[config.mk]
export PLATFORM = sky130hd
export DESIGN_NAME = sopg_top
export DESIGN_NICKNAME = d
export VERILOG_FILES = /design/src/design/sopg_pkg.sv /design/src/design/sopg_top.sv /design/src/design/sopg_pol_sel.sv
export SDC_FILE = /design/constraint.sdc
export NUM_CORES = 1
export LEC_CHECK = 0
export BUFFER_PORTS_ARGS = -buffer_cell sky130_fd_sc_hd__buf_2
export CAP_MARGIN = 20
export CORE_AREA = 3 3 40 42
export CTS_BUF_LIST = sky130_fd_sc_hd__clkbuf_8
export CTS_CLUSTER_DIAMETER = 100
export DETAILED_ROUTE_END_ITERATION = 10
export DIE_AREA = 0 0 43 45
export PLACE_DENSITY_LB_ADDON = 0.08
export SLEW_MARGIN = 20
export SYNTH_ARGS = -nofsm -noshare
export SYNTH_HDL_FRONTEND = slang
export SYNTH_HIERARCHICAL = 1
export SYNTH_SLANG_ARGS = --single-unit
[constraint.sdc]
create_clock -name CORE_CLK_IN -period 0.8 [get_ports CORE_CLK_IN]
set_input_delay 0.16 -clock CORE_CLK_IN [delete_from_list [all_inputs] [get_ports CORE_CLK_IN]]
set_output_delay 0.16 -clock CORE_CLK_IN [all_outputs]
set_load 0.02 [all_outputs]
[src/design/sopg_pkg.sv]
// package: polarity encodings and reset values for the sensor output conditioning block
package sopg_pkg;
  localparam logic POL_INVERTED = 1'h1;
  localparam logic POL_NORMAL = 1'h0;
  localparam logic OUT_RST_VAL = 1'h0;
  localparam logic LED_RST_VAL = 1'h0;
  // qualifier channels: second output, input indicator, sync indicator
  localparam int NUM_CHAN = 3;
  localparam int CHAN_OUT2 = 0;
  localparam int CHAN_IN_LED = 1;
  localparam int CHAN_SYNC_LED = 2;
endpackage

[src/design/sopg_top.sv]
// module: sensor output polarity, input indicator and sync gate
`timescale 1ns/10ps
module sopg_top
  import sopg_pkg::*;
(
  input wire logic CORE_CLK_IN,
  input wire logic SRST_IN,
  input wire logic SENSOR_SIG_IN,
  input wire logic EXT_SYNC_IN,
  input wire logic OUT2_INVERTED_POLARITY_IN,
  input wire logic INPUT_INVERTED_POLARITY_IN,
  input wire logic SYNC_INVERTED_POLARITY_IN,
  output logic SENSOR2_OUT,
  output logic SENSOR2_GATED_OUT,
  output logic INPUT_LED_OUT,
  output logic SYNC_LED_OUT
);
  // registered result of each qualifier channel, one bit per channel
  wire logic [NUM_CHAN-1:0] chan_active;

  // gate state seen by the gated copy of the second output
  typedef enum logic [0:0] {
    GATE_BLOCK = 1'h0,
    GATE_PASS = 1'h1
  } sopg_gate_e;

  sopg_gate_e gate_nxt;
  logic out2_nxt;
  logic gated_nxt;

  // per channel the level that drives it and the switch that reads it; the sync
  // channel sees the inverse level, so its qualifier reports permit, not block
  for (genvar ch = 0; ch < NUM_CHAN; ch++) begin : g_chan
    logic sel_level;
    logic sel_inverted;

    always_comb begin
      sel_level = 1'h0;
      sel_inverted = POL_NORMAL;
      case (ch)
        CHAN_OUT2: begin
          sel_level = SENSOR_SIG_IN;
          sel_inverted = OUT2_INVERTED_POLARITY_IN;
        end
        CHAN_IN_LED: begin
          sel_level = SENSOR_SIG_IN;
          sel_inverted = INPUT_INVERTED_POLARITY_IN;
        end
        CHAN_SYNC_LED: begin
          sel_level = ~EXT_SYNC_IN;
          sel_inverted = SYNC_INVERTED_POLARITY_IN;
        end
        default: begin
          sel_level = 1'h0;
          sel_inverted = POL_NORMAL;
        end
      endcase
    end

    sopg_pol_sel u_pol_sel (
      .clk_in(CORE_CLK_IN),
      .srst_in(SRST_IN),
      .level_in(sel_level),
      .inverted_polarity_in(sel_inverted),
      .active_out(chan_active[ch])
    );
  end

  assign SENSOR2_OUT = chan_active[CHAN_OUT2];
  assign INPUT_LED_OUT = chan_active[CHAN_IN_LED];
  assign SYNC_LED_OUT = chan_active[CHAN_SYNC_LED];

  // the gated copy decodes the pins again rather than the channel flops, so it
  // moves in the same cycle as the ungated output and the sync indicator
  always_comb begin
    out2_nxt = 1'h0;
    case ({OUT2_INVERTED_POLARITY_IN, SENSOR_SIG_IN})
      {POL_INVERTED, 1'h1}: begin
        out2_nxt = 1'h1;
      end
      {POL_INVERTED, 1'h0}: begin
        out2_nxt = 1'h0;
      end
      {POL_NORMAL, 1'h0}: begin
        out2_nxt = 1'h1;
      end
      {POL_NORMAL, 1'h1}: begin
        out2_nxt = 1'h0;
      end
      default: begin
        out2_nxt = 1'h0;
      end
    endcase
  end

  // an unknown switch or sync level falls to the blocked side
  always_comb begin
    gate_nxt = GATE_BLOCK;
    case ({SYNC_INVERTED_POLARITY_IN, EXT_SYNC_IN})
      {POL_INVERTED, 1'h1}: begin
        gate_nxt = GATE_BLOCK;
      end
      {POL_INVERTED, 1'h0}: begin
        gate_nxt = GATE_PASS;
      end
      {POL_NORMAL, 1'h0}: begin
        gate_nxt = GATE_BLOCK;
      end
      {POL_NORMAL, 1'h1}: begin
        gate_nxt = GATE_PASS;
      end
      default: begin
        gate_nxt = GATE_BLOCK;
      end
    endcase
  end

  // a blocked gate forces the gated output off whatever the sensor level
  always_comb begin
    gated_nxt = 1'h0;
    unique case (gate_nxt)
      GATE_PASS: begin
        gated_nxt = out2_nxt;
      end
      GATE_BLOCK: begin
        gated_nxt = 1'h0;
      end
    endcase
  end

  always_ff @(posedge CORE_CLK_IN) begin
    if (SRST_IN) begin
      SENSOR2_GATED_OUT <= OUT_RST_VAL;
    end else begin
      SENSOR2_GATED_OUT <= gated_nxt;
    end
  end
endmodule

[src/design/sopg_pol_sel.sv]
// module: polarity-selected level qualifier, registered
`timescale 1ns/10ps
module sopg_pol_sel
  import sopg_pkg::*;
(
  input wire logic clk_in,
  input wire logic srst_in,
  input wire logic level_in,
  input wire logic inverted_polarity_in,
  output logic active_out
);
  // inverted: active on high level; normal: active on low level
  always_ff @(posedge clk_in) begin
    if (srst_in) begin
      active_out <= OUT_RST_VAL;
    end else if (inverted_polarity_in == POL_INVERTED) begin
      active_out <= level_in;
    end else begin
      active_out <= ~level_in;
    end
  end
endmodule

# After elaboration in Yosys (flattened, before gate mapping)
# Cells that the tools add are included.
# word_totals
reg_bits	4
output_inout_bits	4
word_cells	25
# classes
eq_ne	6
muxes	6
bitwise	3
n_reduce_logical	6
# ops
operator	count
2-bit equality test (second input constant)	4
2-bit OR reduction	4
1-bit case mux with 2 select lines	3
2-bit by 1-bit equality test with 1-bit output (second input constant)	2
2-bit logical NOT	2
1-bit two-way mux	3
1-bit NOT	3

# Logic depth before layout (Yosys ltp)
# logic_depth
ltp_word	5
ltp_mapped	3

# Hierarchy
# Netlist, hierarchy kept.
# modules_own_cells
mod	n_inst	cells_per_inst	area_per_inst_um2	seq_area_each_um2
sopg_pol_sel	3	3	32.5	20.0
sopg_top	1	5	51.3	20.0

# Worst setup path before layout
# OpenSTA, ideal clock, no wires.
# synth_timing
path_kind	reg-to-output
startpoint	register g_chan[1].u_pol_sel.active_out
endpoint	output INPUT_LED_OUT
t_arrival_ns	0.395
t_required_ns	0.640
path_slack_ns	0.245
path_stages_with_launch	1
path_cell_list	dfxtp_1
# synth_lines
element	line_no	source
start: declaration	sopg_pol_sel.sv:10	output logic active_out
start signal: assignment	sopg_pol_sel.sv:17	active_out <= level_in;
start signal: assignment	sopg_pol_sel.sv:19	active_out <= ~level_in;
end: declaration	sopg_top.sv:15	output logic INPUT_LED_OUT,
# No word-level cell between the ends.

# Final worst setup path
# layout_timing
startpoint	register SENSOR2_GATED_OUT
endpoint	output SENSOR2_GATED_OUT
# layout_lines
element	line_no	source
start: declaration	sopg_top.sv:14	output logic SENSOR2_GATED_OUT,
start signal: assignment	sopg_top.sv:135	SENSOR2_GATED_OUT <= gated_nxt;
# No word-level cell between the ends.

==> impl_metrics.xml <==
<?xml version="1.0" encoding="UTF-8"?>
<metrics>
  <group name="pwr">
    <metric name="irDropWorstVdd" unit="mV">0.466</metric>
    <metric name="cellLeakagePower" unit="nW">0.136</metric>
    <metric name="pwr_cell_area" unit="mW/mm2">2560</metric>
    <metric name="fin_total_pwr" unit="mW">0.740</metric>
  </group>
  <group name="final_layout">
    <metric name="final_area" unit="um2">289</metric>
    <metric name="layout.cells.non_filler" unit="">42</metric>
    <metric name="finalCoreUtilization" unit="">0.225</metric>
    <metric name="multiInputGateArea" unit="um2">65.1</metric>
    <metric name="final_common_cell" unit="">buf_2</metric>
    <metric name="nNetsFinal" unit="">36</metric>
    <metric name="post_route_cells_drive_above_1_share" unit="">0.667</metric>
    <metric name="fillerInstances" unit="">142</metric>
    <metric name="most-common-layout-cells" unit="">buf_2, dfxtp_2, xor2_1, buf_6</metric>
    <metric name="num_antenna_cells" unit="">0</metric>
    <metric name="areaGrowthSynthToFinish" unit="%">94.1</metric>
    <metric name="seq_cell_area" unit="um2">85.1</metric>
  </group>
  <group name="cts">
    <metric name="tritoncts" unit="">done</metric>
    <metric name="clkSinkCount" unit="">4</metric>
    <metric name="cts_post_setup_buffers_inserted" unit="">0</metric>
    <metric name="cts-root-buf" unit="">clkbuf_8</metric>
    <metric name="cts-root-to-sink-buffers" unit="">2</metric>
    <metric name="cts_made_buffers" unit="">3</metric>
    <metric name="path_clk_slew" unit="ps">30</metric>
    <metric name="cts_max_level" unit="">1</metric>
  </group>
  <group name="worst_setup_path">
    <metric name="cp_max_fanout" unit="">1</metric>
    <metric name="setup.worst_path.class" unit="">reg -&gt; out</metric>
    <metric name="worstPathBufferInverterCount" unit="">1</metric>
    <metric name="path_cells" unit="">buf_6</metric>
    <metric name="worst_path_dominant_cell_family" unit="">flip-flops</metric>
    <metric name="cpMaxStageDelayCell" unit="">dfxtp_2</metric>
    <metric name="critical-path-max-stage-delay" unit="ps">300</metric>
    <metric name="startpoint_type" unit="">flop</metric>
    <metric name="worstPathRequired" unit="ps">640</metric>
    <metric name="crit_path_end_kind" unit="">primary output</metric>
    <metric name="arrival" unit="ps">630</metric>
  </group>
  <group name="drt">
    <metric name="firstDrtPassIters" unit="">1</metric>
    <metric name="detail_route.drc_violations" unit="">0</metric>
    <metric name="drt_iter0_drc" unit="">0</metric>
    <metric name="count_of_nets_left_with_antenna_violations_after_detail_routing" unit="">0</metric>
    <metric name="routed_via_density" unit="">3.00</metric>
    <metric name="postRouteWirelength" unit="um">303</metric>
    <metric name="detail_route.wl_per_cell" unit="um">7.21</metric>
    <metric name="dr_total_vias" unit="">126</metric>
  </group>
  <group name="synthesis">
    <metric name="syn_nets" unit="">21</metric>
    <metric name="synth-seq-area-share" unit="">0.538</metric>
    <metric name="synthesis.instances" unit="">14</metric>
    <metric name="syn-cell-area" unit="um2">149</metric>
    <metric name="ys_seq_elements" unit="">4</metric>
    <metric name="yosys_warnings" unit="">6</metric>
    <metric name="yosysUniqueCellTypes" unit="">6</metric>
    <metric name="synthesis.area_per_instance" unit="um2">10.6</metric>
  </group>
  <group name="global_route">
    <metric name="grt_pass1_wl" unit="um">469</metric>
    <metric name="maximum_number_of_pins_on_one_net_before_global_route_repair" unit="">5</metric>
    <metric name="grt-ovfl-total" unit="">0</metric>
    <metric name="groute.usage.overall" unit="">0.0391</metric>
    <metric name="number_of_antenna_violations_at_the_first_check_in_global_routing" unit="">0</metric>
    <metric name="vias_in_the_first_global_route" unit="">129</metric>
  </group>
  <group name="die">
    <metric name="row_count" unit="">13</metric>
    <metric name="design.core.area" unit="mm2">0.00128</metric>
    <metric name="chipWidth" unit="um">43</metric>
    <metric name="die-area" unit="mm2">0.00194</metric>
    <metric name="chipHeight" unit="um">45</metric>
    <metric name="initial_core_util" unit="">0.116</metric>
    <metric name="io_pins" unit="">11</metric>
  </group>
  <group name="timing">
    <metric name="final_hold_viol_count" unit="">0</metric>
    <metric name="max_freq" unit="MHz">1260</metric>
    <metric name="timing.final.setup_violations" unit="">0</metric>
    <metric name="rsz0062_at_grt" unit="">true</metric>
    <metric name="min_period_over_period" unit="">0.993</metric>
    <metric name="finalMaxSlewViolations" unit="">0</metric>
    <metric name="max_slew.worst_pin.slew" unit="ps">167</metric>
    <metric name="final.setup.tns" unit="ps">0</metric>
    <metric name="finalCriticalPeriod" unit="ps">795</metric>
    <metric name="max_slew_margin" unit="">0.888</metric>
  </group>
  <group name="placement">
    <metric name="placed_cells" unit="">39</metric>
    <metric name="port_buffers" unit="">10</metric>
    <metric name="hpwl" unit="um">249</metric>
    <metric name="post_place_instance_area" unit="um2">218</metric>
    <metric name="gp_routability_congestion" unit="">0.569</metric>
  </group>
  <group name="job">
    <metric name="max_cap_violations" unit="">0</metric>
  </group>
  <group name="hold_path">
    <metric name="hold_class" unit="">in -&gt; reg</metric>
  </group>
  <group name="run_status">
    <metric name="run_status" unit="">completed</metric>
  </group>
</metrics>
-- cell families after synthesis --
kind of cell           after synthesis  synth area share
AND/OR/NAND/NOR                      4             0.143
buffers and inverters                1            0.0252
XOR/XNOR                             5             0.294
flip-flops                           4             0.538
-- stage by stage --
| step | hold WS (ps) | setup slack [ps] |
|---|---|---|
| after floorplan | 230 | 245 |
| after global placement | 387 | 157 |
| after detailed placement | 384 | 153 |
| after CTS | 156 | -1.80 |
| after global routing | 166 | -11.6 |
| final | 157 | 5.33 |
-- registers in the layout (all words and copies together), names as in the netlist --
name                         count
SENSOR2_GATED_OUT                1
g_chan.u_pol_sel/active_out      3
-- Yosys cell counts --
library cell  instances  area, um2
nor2_1                3       11.3
xnor2_1               1       8.76
nor3_2                1       10.0
dfxtp_1               4       80.1
inv_1                 1       3.75
xor2_1                4       35.0
-- routing by layer --
| metal | track usage | part of all wire |
|---|---|---|
| met3 | 0.0279 | 0.17 |
| met2 | 0.0449 | 0.39 |
| met1 | 0.0313 | 0.42 |
| met4 | 0.0723 | 0.013 |
| met5 | 0 | 0 |
-- final cells by class --
| type | count | area share |
|---|---|---|
| clock buffer | 3 | 0.143 |
| sequential | 4 | 0.294 |
| inverter | 1 | 0.0130 |
| tap | 15 | 0.0649 |
| multi-input combinational | 9 | 0.225 |
| timing repair buffer | 10 | 0.260 |
-- final timing paths --
check,startpoint,endpoint,slack [ps],cells after the start
worst min-delay path,SRST_IN,SENSOR2_GATED_OUT,160,2
worst max-delay path,SENSOR2_GATED_OUT,SENSOR2_GATED_OUT,5,1
-- repair_timing --
action	in CTS	in global routing
endpoints found under the setup margin	4	4
hold buffers	0	0
gates resized for setup	12	0
-- report_power, final --
part           leakage (nW)  switching [mW]  internal (mW)
combinational        0.0804          0.0492         0.0541
sequential           0.0344         0.00627          0.220
clock                0.0216          0.0908          0.320
(Power assumes the default switching activity.)
